## src/rtl/frsc_pkg.sv

```systemverilog
// package: command codes, reset values and shared types for the command block
// Summary of operation
// RULE_01: memory read command starts pixel readback
// RULE_02: readback reloads column and page counters
// RULE_03: any other command aborts readback
// RULE_04: readback pixels always 18-bit coded
// RULE_05: frame memory untouched by any reset
// RULE_06: partial area takes four bytes, two rows
// RULE_07: partial rows are frame memory row addresses
// RULE_08: equal start and end gives one row
// RULE_09: host keeps partial rows within 1..13fh
// RULE_10: scrolling takes six bytes, three counts
// RULE_11: order clear: top fixed counted from top
// RULE_12: order set: top fixed counted from bottom
// RULE_13: scroll values count frame memory lines
// RULE_14: sync-off disables output, rests low
// RULE_15: sync-off when already off changes nothing
// RULE_16: sync-on takes mode byte, bit zero
// RULE_17: mode 0 vblank only, 1 adds hblank
// RULE_18: sync timing ignores line refresh order
// RULE_19: sleep with sync on holds pin low
// RULE_20: sync-on when already on has no effect
// RULE_21: commands accepted in every power mode
// RULE_22: access control bit 4 is refresh order
// RULE_23: access control bit 7 is page order
// RULE_24: end below start wraps through row zero
package frsc_pkg;
   localparam logic [7:0]  CMD_MEM_READ     = 8'h2e;
   localparam logic [7:0]  CMD_PARTIAL      = 8'h30;
   localparam logic [7:0]  CMD_VSCROLL      = 8'h33;
   localparam logic [7:0]  CMD_SYNC_OFF     = 8'h34;
   localparam logic [7:0]  CMD_SYNC_ON      = 8'h35;
   localparam int          LINE_ORDER_POS   = 4;
   localparam int          PAGE_ORDER_POS   = 7;
   localparam int          MODE_POS         = 0;
   localparam logic [15:0] PART_FIRST_RST   = 16'h0000;
   localparam logic [15:0] PART_LAST_RST    = 16'h013f;
   localparam logic [15:0] TOP_FIXED_RST    = 16'h0000;
   localparam logic [15:0] SCROLL_H_RST     = 16'h0140;
   localparam logic [15:0] BOT_FIXED_RST    = 16'h0000;
   localparam logic [7:0]  SYNC_MODE_RST    = 8'h00;
   localparam logic [15:0] LAST_ROW         = 16'h013f;
   localparam logic [15:0] LAST_COL         = 16'h00ef;
   localparam int          PIXEL_W          = 18;
   localparam int          FIFO_DEPTH       = 16;

   typedef enum logic [2:0] {FRSC_IDLE, FRSC_PART, FRSC_SCRL, FRSC_SYNC, FRSC_READ} frsc_state_e;

   // one host interface byte
   typedef struct packed {
      logic       is_cmd;
      logic [7:0] data;
   } frsc_byte_s;

   // scrolling definition block
   typedef struct packed {
      logic [15:0] top_fixed;
      logic [15:0] height;
      logic [15:0] bot_fixed;
   } frsc_scroll_s;
endpackage

```

## src/rtl/frsc_fifo.sv

```systemverilog
// module: parameterised flip-flop fifo with valid/ready on both sides
`timescale 1ns/1ps
module frsc_fifo #(
   parameter int WIDTH = 18,
   parameter int DEPTH = 16
) (
   // clock and reset
   input  wire logic             ref_clk,
   input  wire logic             arst_n,
   input  wire logic             flush,
   // fill side
   input  wire logic             in_valid,
   output logic                  in_ready,
   input  wire logic [WIDTH-1:0] in_data,
   // drain side
   output logic                  out_valid,
   input  wire logic             out_ready,
   output logic [WIDTH-1:0]      out_data
);
   localparam int AW = $clog2(DEPTH);

   typedef struct packed {
      logic [DEPTH-1:0][WIDTH-1:0] mem;
      logic [AW-1:0]               wp;
      logic [AW-1:0]               rp;
      logic [AW:0]                 cnt;
   } frsc_fifo_s;

   frsc_fifo_s st_r, st_nxt;     // whole state
   logic       push, pop;        // handshakes

   assign in_ready  = (st_r.cnt != (AW+1)'(DEPTH));
   assign out_valid = (st_r.cnt != '0);
   assign out_data  = st_r.mem[st_r.rp];
   assign push      = in_valid && in_ready;
   assign pop       = out_valid && out_ready;

   // next state: store, advance pointers, count
   always_comb begin
      st_nxt = st_r;
      if (push) begin
         st_nxt.mem[st_r.wp] = in_data;
         st_nxt.wp = st_r.wp + 1'b1;
      end
      if (pop) begin
         st_nxt.rp = st_r.rp + 1'b1;
      end
      st_nxt.cnt = st_r.cnt + (AW+1)'(push) - (AW+1)'(pop);
      if (flush) begin
         st_nxt.wp  = '0;
         st_nxt.rp  = '0;
         st_nxt.cnt = '0;
      end
   end

   // register the state
   always_ff @(posedge ref_clk or negedge arst_n) begin
      if (!arst_n) begin
         st_r <= '0;
      end else begin
         st_r <= st_nxt;
      end
   end

   a_fifo_no_over: assert property (@(posedge ref_clk) disable iff (!arst_n)
      st_r.cnt <= (AW+1)'(DEPTH)) else $error("fifo count above depth");
endmodule // frsc_fifo

```

## src/rtl/frsc_sync_gen.sv

```systemverilog
// module: tearing sync output shaping from blanking inputs
`timescale 1ns/1ps
module frsc_sync_gen (
   // clock and reset
   input  wire logic ref_clk,
   input  wire logic arst_n,
   // control
   input  wire logic enable,
   input  wire logic mode_hv,
   input  wire logic sleep_in,
   // blanking from the timing generator
   input  wire logic vblank,
   input  wire logic hblank,
   // pin
   output logic      sync_out
);
   typedef struct packed {
      logic pin;
   } frsc_sg_s;

   frsc_sg_s st_r, st_nxt;   // pin flop

   // pin level; line refresh order deliberately not an input (see RULE_18)
   always_comb begin
      st_nxt.pin = 1'b0;                                   // see RULE_14
      if (enable && !sleep_in) begin                       // see RULE_19
         st_nxt.pin = vblank || (mode_hv && hblank);       // see RULE_17
      end
   end

   // register
   always_ff @(posedge ref_clk or negedge arst_n) begin
      if (!arst_n) begin
         st_r <= '0;
      end else begin
         st_r <= st_nxt;
      end
   end
   assign sync_out = st_r.pin;

   a_sync_sleep_low: assert property (@(posedge ref_clk) disable iff (!arst_n)
      $past(sleep_in) |-> !sync_out) else $error("sync pin high in sleep"); // see RULE_19
   a_sync_vonly: assert property (@(posedge ref_clk) disable iff (!arst_n)
      $past(enable && !sleep_in && !mode_hv && !vblank) |-> !sync_out)
      else $error("hblank seen in vblank-only mode"); // see RULE_17
endmodule // frsc_sync_gen

```

## src/rtl/frsc_cmd.sv

```systemverilog
// module: command decoder for readback, partial area, scrolling and tearing sync
`timescale 1ns/1ps
module frsc_cmd #(
   parameter int PIXEL_W = frsc_pkg::PIXEL_W,
   parameter int DEPTH   = frsc_pkg::FIFO_DEPTH
) (
   // clock and reset
   input  wire logic               ref_clk,
   input  wire logic               arst_n,
   input  wire logic               soft_rst,
   // host byte stream
   input  wire logic               host_valid,
   input  wire logic               host_is_cmd,
   input  wire logic [7:0]         host_data,
   // access control and mode state from elsewhere
   input  wire logic [7:0]         memory_access_control,
   input  wire logic               sleep_in,
   // frame memory read port
   output logic                    fm_rd_en,
   output logic [15:0]             fm_col,
   output logic [15:0]             fm_page,
   input  wire logic [PIXEL_W-1:0] fm_rd_data,
   // readback to host
   output logic                    rd_valid,
   input  wire logic               rd_ready,
   output logic [PIXEL_W-1:0]      rd_data,
   // blanking inputs and sync pin
   input  wire logic               vblank,
   input  wire logic               hblank,
   output logic                    tear_sync_output,
   // configuration out
   output logic [15:0]             partial_first_row,
   output logic [15:0]             partial_last_row,
   output logic                    partial_wraps,
   output frsc_pkg::frsc_scroll_s  scroll_def,
   output logic                    line_refresh_order
);
   ////////////////////////////////////////////////////////////////////////
   // state
   typedef struct packed {
      frsc_pkg::frsc_state_e st;
      logic [2:0]            idx;
      logic [7:0]            hi;
      logic [15:0]           p_first;
      logic [15:0]           p_last;
      logic                  wraps;
      frsc_pkg::frsc_scroll_s scr;
      logic [7:0]            mode_param;
      logic                  sync_en;
      logic [15:0]           col;
      logic [15:0]           page;
      logic                  rd_en;
      logic                  pend;
      logic                  lro;
   } frsc_cmd_s;

   frsc_cmd_s  st_r, st_nxt;   // whole control state
   logic       cmd_seen;       // command byte arrives
   logic       par_seen;       // parameter byte arrives
   logic       fifo_ready;     // readback fifo space
   logic       abort;          // readback cancelled
   logic [15:0] word;          // assembled parameter
   logic       page_up;        // page order bit
   logic       fifo_in_valid;  // data return one cycle after read

   assign cmd_seen = host_valid && host_is_cmd;
   assign par_seen = host_valid && !host_is_cmd;
   assign word     = {st_r.hi, host_data};
   assign page_up  = memory_access_control[frsc_pkg::PAGE_ORDER_POS];
   assign abort    = cmd_seen && st_r.st == frsc_pkg::FRSC_READ;           // see RULE_03
   assign fifo_in_valid = st_r.pend && !abort;

   ////////////////////////////////////////////////////////////////////////
   // next state; every command is taken regardless of power mode (see RULE_21)
   always_comb begin
      st_nxt       = st_r;
      st_nxt.rd_en = 1'b0;
      st_nxt.pend  = st_r.rd_en;
      st_nxt.lro   = memory_access_control[frsc_pkg::LINE_ORDER_POS];   // see RULE_22
      if (cmd_seen) begin
         st_nxt.idx  = '0;
         st_nxt.pend = 1'b0;
         case (host_data)
            frsc_pkg::CMD_MEM_READ: begin
               st_nxt.st   = frsc_pkg::FRSC_READ;                        // see RULE_01
               st_nxt.col  = '0;                                         // see RULE_02
               st_nxt.page = page_up ? frsc_pkg::LAST_ROW : 16'h0000;    // see RULE_23
            end
            frsc_pkg::CMD_PARTIAL: st_nxt.st = frsc_pkg::FRSC_PART;
            frsc_pkg::CMD_VSCROLL: st_nxt.st = frsc_pkg::FRSC_SCRL;
            frsc_pkg::CMD_SYNC_OFF: begin
               st_nxt.st      = frsc_pkg::FRSC_IDLE;
               st_nxt.sync_en = 1'b0;                                    // see RULE_14 RULE_15
            end
            frsc_pkg::CMD_SYNC_ON: begin
               // already on: parameter is swallowed without effect
               st_nxt.st = st_r.sync_en ? frsc_pkg::FRSC_IDLE : frsc_pkg::FRSC_SYNC; // see RULE_20
            end
            default: st_nxt.st = frsc_pkg::FRSC_IDLE;
         endcase
      end else begin
         case (st_r.st)
            frsc_pkg::FRSC_PART: if (par_seen) begin                     // see RULE_06
               st_nxt.idx = st_r.idx + 3'h1;
               st_nxt.hi  = host_data;
               if (st_r.idx == 3'h1) st_nxt.p_first = word;              // see RULE_07
               if (st_r.idx == 3'h3) begin
                  st_nxt.p_last = word;
                  st_nxt.wraps  = word < st_r.p_first;                   // see RULE_24 RULE_08
                  st_nxt.st     = frsc_pkg::FRSC_IDLE;
               end
            end
            frsc_pkg::FRSC_SCRL: if (par_seen) begin                     // see RULE_10
               st_nxt.idx = st_r.idx + 3'h1;
               st_nxt.hi  = host_data;
               // raw frame memory line counts (see RULE_13)
               if (st_r.idx == 3'h1) st_nxt.scr.top_fixed = word;
               if (st_r.idx == 3'h3) st_nxt.scr.height    = word;
               if (st_r.idx == 3'h5) begin
                  st_nxt.scr.bot_fixed = word;
                  st_nxt.st = frsc_pkg::FRSC_IDLE;
               end
            end
            frsc_pkg::FRSC_SYNC: if (par_seen) begin                     // see RULE_16
               st_nxt.mode_param = host_data;
               st_nxt.sync_en    = 1'b1;
               st_nxt.st         = frsc_pkg::FRSC_IDLE;
            end
            frsc_pkg::FRSC_READ: if (fifo_ready && !st_r.rd_en && !st_r.pend) begin
               // one read in flight keeps the fifo from overflowing
               st_nxt.rd_en = 1'b1;                                      // see RULE_01
            end else if (st_r.rd_en) begin
               if (st_r.col == frsc_pkg::LAST_COL) begin
                  st_nxt.col  = '0;
                  st_nxt.page = page_up ? st_r.page - 16'h1 : st_r.page + 16'h1;
               end else begin
                  st_nxt.col = st_r.col + 16'h1;
               end
            end
            frsc_pkg::FRSC_IDLE: st_nxt.idx = '0;
            default: st_nxt.st = frsc_pkg::FRSC_IDLE;
         endcase
      end
      if (soft_rst) begin
         // frame memory itself is never cleared here (see RULE_05)
         st_nxt.st      = frsc_pkg::FRSC_IDLE;
         st_nxt.p_first = frsc_pkg::PART_FIRST_RST;
         st_nxt.p_last  = frsc_pkg::PART_LAST_RST;
         st_nxt.wraps   = 1'b0;
         st_nxt.scr     = {frsc_pkg::TOP_FIXED_RST, frsc_pkg::SCROLL_H_RST,
                           frsc_pkg::BOT_FIXED_RST};
         st_nxt.sync_en    = 1'b0;
         st_nxt.mode_param = frsc_pkg::SYNC_MODE_RST;
         st_nxt.rd_en = 1'b0;
         st_nxt.pend  = 1'b0;
      end
   end

   ////////////////////////////////////////////////////////////////////////
   // register the state
   always_ff @(posedge ref_clk or negedge arst_n) begin
      if (!arst_n) begin
         st_r            <= '0;
         st_r.st         <= frsc_pkg::FRSC_IDLE;
         st_r.p_first    <= frsc_pkg::PART_FIRST_RST;
         st_r.p_last     <= frsc_pkg::PART_LAST_RST;
         st_r.scr.top_fixed <= frsc_pkg::TOP_FIXED_RST;
         st_r.scr.height    <= frsc_pkg::SCROLL_H_RST;
         st_r.scr.bot_fixed <= frsc_pkg::BOT_FIXED_RST;
         st_r.mode_param <= frsc_pkg::SYNC_MODE_RST;
      end else begin
         st_r <= st_nxt;
      end
   end

   ////////////////////////////////////////////////////////////////////////
   // readback fifo, always full 18-bit pixels (see RULE_04)
   frsc_fifo #(
      .WIDTH (PIXEL_W),
      .DEPTH (DEPTH)
   ) u_fifo (
      .ref_clk   (ref_clk),
      .arst_n    (arst_n),
      .flush     (abort || soft_rst),                                    // see RULE_03
      .in_valid  (fifo_in_valid),
      .in_ready  (fifo_ready),
      .in_data   (fm_rd_data),
      .out_valid (rd_valid),
      .out_ready (rd_ready),
      .out_data  (rd_data)
   );

   // tearing sync pin; order bit is not routed in (see RULE_18)
   frsc_sync_gen u_sync (
      .ref_clk  (ref_clk),
      .arst_n   (arst_n),
      .enable   (st_r.sync_en),
      .mode_hv  (st_r.mode_param[frsc_pkg::MODE_POS]),                   // see RULE_17
      .sleep_in (sleep_in),
      .vblank   (vblank),
      .hblank   (hblank),
      .sync_out (tear_sync_output)
   );

   ////////////////////////////////////////////////////////////////////////
   // outputs straight from flops; scroll counts read per order bit (see RULE_11 RULE_12)
   assign fm_rd_en           = st_r.rd_en;
   assign fm_col             = st_r.col;
   assign fm_page            = st_r.page;
   assign partial_first_row  = st_r.p_first;
   assign partial_last_row   = st_r.p_last;
   assign partial_wraps      = st_r.wraps;
   assign scroll_def         = st_r.scr;
   assign line_refresh_order = st_r.lro;

   ////////////////////////////////////////////////////////////////////////
   // assertions
   a_read_reload: assert property (@(posedge ref_clk) disable iff (!arst_n) // see RULE_02
      (cmd_seen && host_data == frsc_pkg::CMD_MEM_READ && !soft_rst) |=>
      (fm_col == 16'h0000 && st_r.st == frsc_pkg::FRSC_READ))
      else $error("readback did not reload counters");
   a_read_start: assert property (@(posedge ref_clk) disable iff (!arst_n) // see RULE_01
      (cmd_seen && host_data == frsc_pkg::CMD_MEM_READ && !soft_rst)
      ##1 (!host_valid && !soft_rst && fifo_ready)[*2] |-> ##[0:2] fm_rd_en)
      else $error("readback did not start");
   a_read_abort: assert property (@(posedge ref_clk) disable iff (!arst_n) // see RULE_03
      abort |=> (st_r.st != frsc_pkg::FRSC_READ || fm_col == 16'h0000) && !fm_rd_en)
      else $error("readback not aborted");
   a_sync_off: assert property (@(posedge ref_clk) disable iff (!arst_n) // see RULE_14
      (cmd_seen && host_data == frsc_pkg::CMD_SYNC_OFF) |=> ##1 !tear_sync_output)
      else $error("sync pin active after off");
   a_sync_on_keep: assert property (@(posedge ref_clk) disable iff (!arst_n) // see RULE_20
      (cmd_seen && host_data == frsc_pkg::CMD_SYNC_ON && st_r.sync_en && !soft_rst)
      ##1 par_seen |=> $stable(st_r.mode_param))
      else $error("sync on changed mode while on");
   a_partial_load: assert property (@(posedge ref_clk) disable iff (!arst_n) // see RULE_06
      (st_r.st == frsc_pkg::FRSC_PART && st_r.idx == 3'h3 && par_seen && !soft_rst)
      |=> partial_last_row == $past(word) && st_r.st == frsc_pkg::FRSC_IDLE)
      else $error("partial end row not loaded");
   a_partial_wrap: assert property (@(posedge ref_clk) disable iff (!arst_n) // see RULE_24
      // rows land one at a time, so the pair is only judged outside the command
      (partial_wraps && st_r.st != frsc_pkg::FRSC_PART) |-> partial_last_row < partial_first_row)
      else $error("wrap flag without end below start");
   a_scroll_load: assert property (@(posedge ref_clk) disable iff (!arst_n) // see RULE_10
      (st_r.st == frsc_pkg::FRSC_SCRL && st_r.idx == 3'h5 && par_seen && !soft_rst)
      |=> scroll_def.bot_fixed == $past(word))
      else $error("bottom fixed count not loaded");
   c_readback: cover property (@(posedge ref_clk) rd_valid && rd_ready);
   c_abort: cover property (@(posedge ref_clk) abort);
   c_sync_hv: cover property (@(posedge ref_clk) st_r.sync_en && st_r.mode_param[0]);
   c_wrap: cover property (@(posedge ref_clk) partial_wraps);
endmodule // frsc_cmd

```

## config.mk

```make
export PLATFORM = sky130hd
export DESIGN_NAME = frsc_cmd
export DESIGN_NICKNAME = d
export VERILOG_FILES = /design/src/rtl/frsc_pkg.sv /design/src/rtl/frsc_fifo.sv /design/src/rtl/frsc_sync_gen.sv /design/src/rtl/frsc_cmd.sv
export SDC_FILE = /design/constraint.sdc
export NUM_CORES = 1
export LEC_CHECK = 0
export ABC_AREA = 0
export CORE_ASPECT_RATIO = 1.75
export CORE_UTILIZATION = 45
export CTS_BUF_LIST = sky130_fd_sc_hd__clkbuf_8
export DETAILED_ROUTE_END_ITERATION = 8
export DONT_BUFFER_PORTS = 1
export SLEW_MARGIN = 25
export SYNTH_ARGS = -nofsm -noshare
export SYNTH_HDL_FRONTEND = slang
export SYNTH_SLANG_ARGS = --single-unit
```

## constraint.sdc

```tcl
create_clock -name ref_clk -period 3.7 [get_ports ref_clk]
set_input_delay 0.37 -clock ref_clk [delete_from_list [all_inputs] [get_ports ref_clk]]
set_output_delay 0.37 -clock ref_clk [all_outputs]
set_load 0.005 [all_outputs]
```

* Word level (Yosys, flattened, before mapping)
Index checks and enable logic that the tools add are counted. W data, S select, Z words.
Word-level totals: flip-flop bits (word level) 434, latch bits 0, bits in writable memories 0, bits in read-only memories 0, input bits 43, output and inout port bits 135, word-level logic and storage cells 172, memories 0
Operators by class: add/subtract/negate cells 8, multiply operators 0, div/mod/pow operators 0, magnitude comparators 4, equal/unequal tests 28, shift operators 0, muxes and demuxes 46, bitwise gates (word level) 1, reduce and logical (&&, ||, !) cells 49
Operators with widths (number):
- $bwmux W288 | 1
- $mux W33 | 3
- $mux W16 | 6
- $mux W32 | 3
- $mux W48 | 2
- $mux W90 | 1
- $mux W89 | 1
- $bmux W18 S4 | 1
- $demux W18 S4 | 1
- $mux W47 | 1
- $eq A8 B6 Y1 const B | 5
- $mux W18 | 2
- $add A16 B1 Y16 const B | 2
- $reduce_and A4 Y1 | 7
- $mux W9 | 3
- $reduce_bool A2 Y1 | 13
- $pmux W3 S4 | 2
- $ne A4 B4 Y1 const B | 5
- $mux W17 | 1
- $eq A16 B8 Y1 const B | 1
- $lt A16 B16 Y1 | 1
- $pmux W8 S2 | 1
- $sub A16 B1 Y16 const B | 1
- $mux W14 | 1
- 34 further kinds | 71

* Depth between registers and ports, before layout
depth after elaboration 8, gate-level depth with buffers 13, gate-level depth less buffers 12

* Hierarchy
Synthesis repeated with hierarchy kept, for this count alone.
Second synthesis, totals: cells, all modules 1662, area total of the unflattened synthesis 21563.2 µm²
Modules (own cells, without submodules):
- frsc_fifo | instances 1, cells an instance 870, area an instance 14177.3 µm²
- frsc_cmd | instances 1, cells an instance 789, area an instance 7343.3 µm²
- frsc_sync_gen | instances 1, cells an instance 3, area an instance 42.5 µm²

* Worst setup path after synthesis
Ideal clock, no wire load.
path type register to register, start point register u_fifo.st_r[3] in the netlist's numbering, end point register u_fifo.st_r[4] in the netlist's numbering, library setup time 0.077 ns, data arrival time 3.041 ns, data required time 3.623 ns, setup slack 0.582 ns, stages on the path, launching flop included 14, buffers on the path 1, cell sequence dfrtp_1 > inv_1 > ha_1 > or4b_2 > and2_1 > clkbuf_1 > ha_1 > inv_1 > ha_1 > fa_1 > a21oi_1 > nor2_1 > or3_1 > a21oi_1
RTL lines:
- start: declaration | line frsc_fifo.sv:29 | frsc_fifo_s st_r, st_nxt;
- start signal: assignment | line frsc_fifo.sv:61 | st_r <= st_nxt;

* Final worst setup path
start point register u_fifo.st_r[6] in the netlist's numbering, end point output rd_data[0]
Between the ends: longest elaborated chain between the ends 2
Ends and longest elaborated chain:
- $bmux W18 S4 | line frsc_fifo.sv:34 | assign out_data = st_r.mem[st_r.rp];
- $mux W18 (not written as such) | line frsc_fifo.sv:34
- end: declaration | line frsc_cmd.sv:26 | output logic [PIXEL_W-1:0] rd_data,
No other way between the ends. The select of a mux whose other input is x is not followed.

==> summary.txt <==
Floorplanning
  – DIE AREA: around 49,000 sq um
  – Row count: about 110
  – Die Height: between 200 and 300 microns
  – Starting density of the core: a little under half
  – DIE WIDTH: approximately 170 microns
  – Number of top-level pins: about 180
  – CORE AREA: ~47,000 sq um

STA
  – Worst-case clock skew: roughly 38 ps
  – Unrepaired setup endpoints after global routing: false
  – Final Critical Period: 3320 ps
  – Final Hold Fails: around 430
  – Slew HR: between 30% and 40%
  – Final Max Tran Viols: 0
  – Least-Margin Pin Slew: approximately 1000 ps
  – Setup ws final: 383 ps
  – Part of the cycle the worst path needs: between 80% and 90%
  – # setup viols final: 0
  – Min Hold Slack: -506 ps
  – Fmax: roughly 0.30 GHz
  – Setup TNS: 0 ps

Worst setup path
  – Critical path depth: 5
  – CP Launch Point: u_fifo.st_r[6]
  – RR Startpoint: u_fifo.st_r[3]
  – WP data arrival: 2950 ps
  – Worst r2r path cells: 12
  – Type of origin of the critical path: flip-flop
  – CP max-delay cell: dfrtp_2
  – Delay-heaviest family, CP: simple AND/OR/NAND/NOR gates
  – Worst-path fanout max: 16
  – Kind of critical path: flip-flop to output pin
  – CP max stage delay: about 700 ps
  – Endpoint class of the critical path: output pin
  – Critical Path RT: between 3000 and 4000 ps
  – CP Cell Sequence: and2_1, buf_4, a221oi_1, o21ai_0, nand2_1
  – CP Buf/Inv Count: 1
  – R2R Setup Slk: approximately 400 ps

GRT
  – Global Route Usage Sum: a little under a quarter
  – GRT overflow: 0
  – Largest net degree at the start of global routing: 435
  – Vias in the first global route: 14,300
  – First-pass GRT wire length: around 86,000 microns
  – Antenna violations before repair: 4

Detailed routing
  – DRT antenna net count: 0
  – Drt first-iter violations: between 600 and 700
  – Wire per inst: 23.6 microns
  – DR pass1 iterations: 5
  – Total Routed Length: 55,100 microns
  – Vias: roughly 13,000
  – Vias per inst: roughly 5.8
  – DRC Markers: 0

Synth
  – Ys async rst share: between 90% and 100%
  – Most common cell in the netlist: dfrtp_1
  – Sequential-to-total area share from yosys stat: between 50% and 60%
  – Mean post-synth cell area: between 10 and 15 sq um
  – Post-synth top area cell: dfrtp_1
  – Number of synthesized flops with an enable pin: 0
  – Main area contributors after synthesis: dfrtp_1, mux2_2, buf_4, mux2i_1, mux4_2
  – Commonest cells post-synth: dfrtp_1, mux2_2, buf_4
  – Cells after Synth: between 1,500 and 2,000
  – Synth Net Count: 1,857
  – Post-Syn Area: approximately 22,000 sq um
  – Top FF cell, synth: dfrtp_1
  – Yosys warnings: 0
  – Synth top area share: between 40% and 50%
  – Count of different cell masters after synthesis: 68
  – #FFs+latches synth: ~430

Place
  – Pre-CTS setup slack: 425 ps
  – Placed wire-length estimate: around 35,000 microns
  – # port buffers: 0
  – Gpl congestion: between 0.8 and 0.9

Pwr
  – Peak VDD IR: a little under 0.3 mV
  – Pwr/cell area: between 400 and 500 nW/um^2
  – Power Total: around 10 mW
  – Static Leak: 10.9 nW

Flow run
  – Max-cap violations: 0

Clock tree
  – Setup Buffers After CTS: 0
  – H-tree Lvls: 3
  – Sink Count: 434
  – Clock-pin slew on the worst setup and hold paths: 60 ps
  – Worst-skew pair later-pin latency: about 640 ps
  – Root buf cell: clkbuf_8
  – Post_cts resized: 0
  – Cts hold-fix bufs: 36
  – Total CTS buffers: 69
  – TritonCTS clock tree: yes
  – CTS max path bufs: 3

Layout
  – Layout area overhead: 7.25%
  – Fin nets: roughly 1,800
  – Share of post-route cells with drive strength above 1: 30.8%

Run status
  – Failing checks: hold timing
  – Status: finished with violations

Min path
  – Hold crit path type: primary input to asynchronous set/reset pin
## flip-flops by register name, summed over array words and instances (netlist names)
name                count
fm_col                 16
fm_page                16
fm_rd_en                1
line_refresh_order      1
partial_first_row      16
partial_last_row       16
partial_wraps           1
scroll_def             48
st_r                   17
u_fifo.st_r           301
u_sync.sync_out         1
## stage by stage
| step | cells | area, sq um | util [%] |
|---|---|---|---|
| floorplan | 1768 | 21500 | - |
| global placement | 2176 | 21300 | 45.2 |
| detailed placement | 2176 | 21300 | 45.2 |
| CTS | 2336 | 23100 | 49.1 |
| global route | 2339 | 23100 | 49.1 |
| finish | 2340 | 23100 | 49.1 |
## routing by layer
metal	global-route usage, %	part of all wire [%]	vias up
met4	10.2	3.7	2
met3	6.19	6.1	111
met1	25.4	37	7002
met5	0	0.024	-
li1	-	-	6030
met2	41.6	53	342
## worst reg2reg max path: stages (launching register included)
cell	delay, ps
dfrtp_1	390
inv_1	90
ha_1	150
or4b_2	660
and2_1	280
ha_1	310
inv_1	40
ha_1	200
fa_1	400
a21oi_1	170
nor2_1	60
or3_1	340
a21oi_1	140
## placed cells by master, fill, tap and decap left out, drive strengths merged, types with 5 or more instances in the layout
cell type    count
a21oi           59
dfstp            9
clkbuf          88
nand3           16
mux2           306
o31ai            5
nor3b            6
xnor2           15
a221oi          20
xor2            15
ha              44
o21ai          117
mux2i           84
a22oi           19
buf             37
a21o            16
dfrtp          425
nor2            78
nand4           10
clkinv           8
inv             59
and2             5
nor3            15
mux4            36
nand2          136
and3             9
nand2b          20
dlygate4sd3     35
## layout make-up
class / count / area (sq um)
Timing Repair Buffer: 72 / 678
Clock buffer: 88 / 1210
Antenna cell: 4 / 10.0
Multi-Input combinational cell: 1081 / 9200
Fill cell: 4284 / 23900
Tap cell: 588 / 736
Clock inverter: 36 / 241
Inverter: 37 / 139
Sequential cell: 434 / 10900
## where the power goes
group          leakage, nW  internal [mW]  switching [mW]  total (mW)
registers             5.99           4.83           0.199        5.03
logic                 4.11          0.541           0.588        1.13
clock network        0.810           2.30            1.98        4.28
## logic make-up (layout without fill, tap and decap cells)
family                     after synthesis  in the layout  share of synthesized area (%)
muxes                                  426            426                           23.7
buffers and inverters                  253            233                           6.88
other                                    0              4                              0
AOI/OAI and AO/OA                      262            262                           7.48
and+or+nand+nor                        316            316                           7.45
DFF                                    434            434                           50.5
adders and majority gates               47             47                           2.79
xor gates and xnor gates                30             30                           1.22
## worst paths after layout
path,end
setup reg to reg,u_fifo.st_r[4]
max in group asynchronous,fm_page[7]
hold / removal,u_fifo.st_r[46]
min in group ref_clk,scroll_def[25]
hold reg to reg,partial_last_row[8]
setup / recovery,rd_data[0]
(Power assumes the default switching activity.)
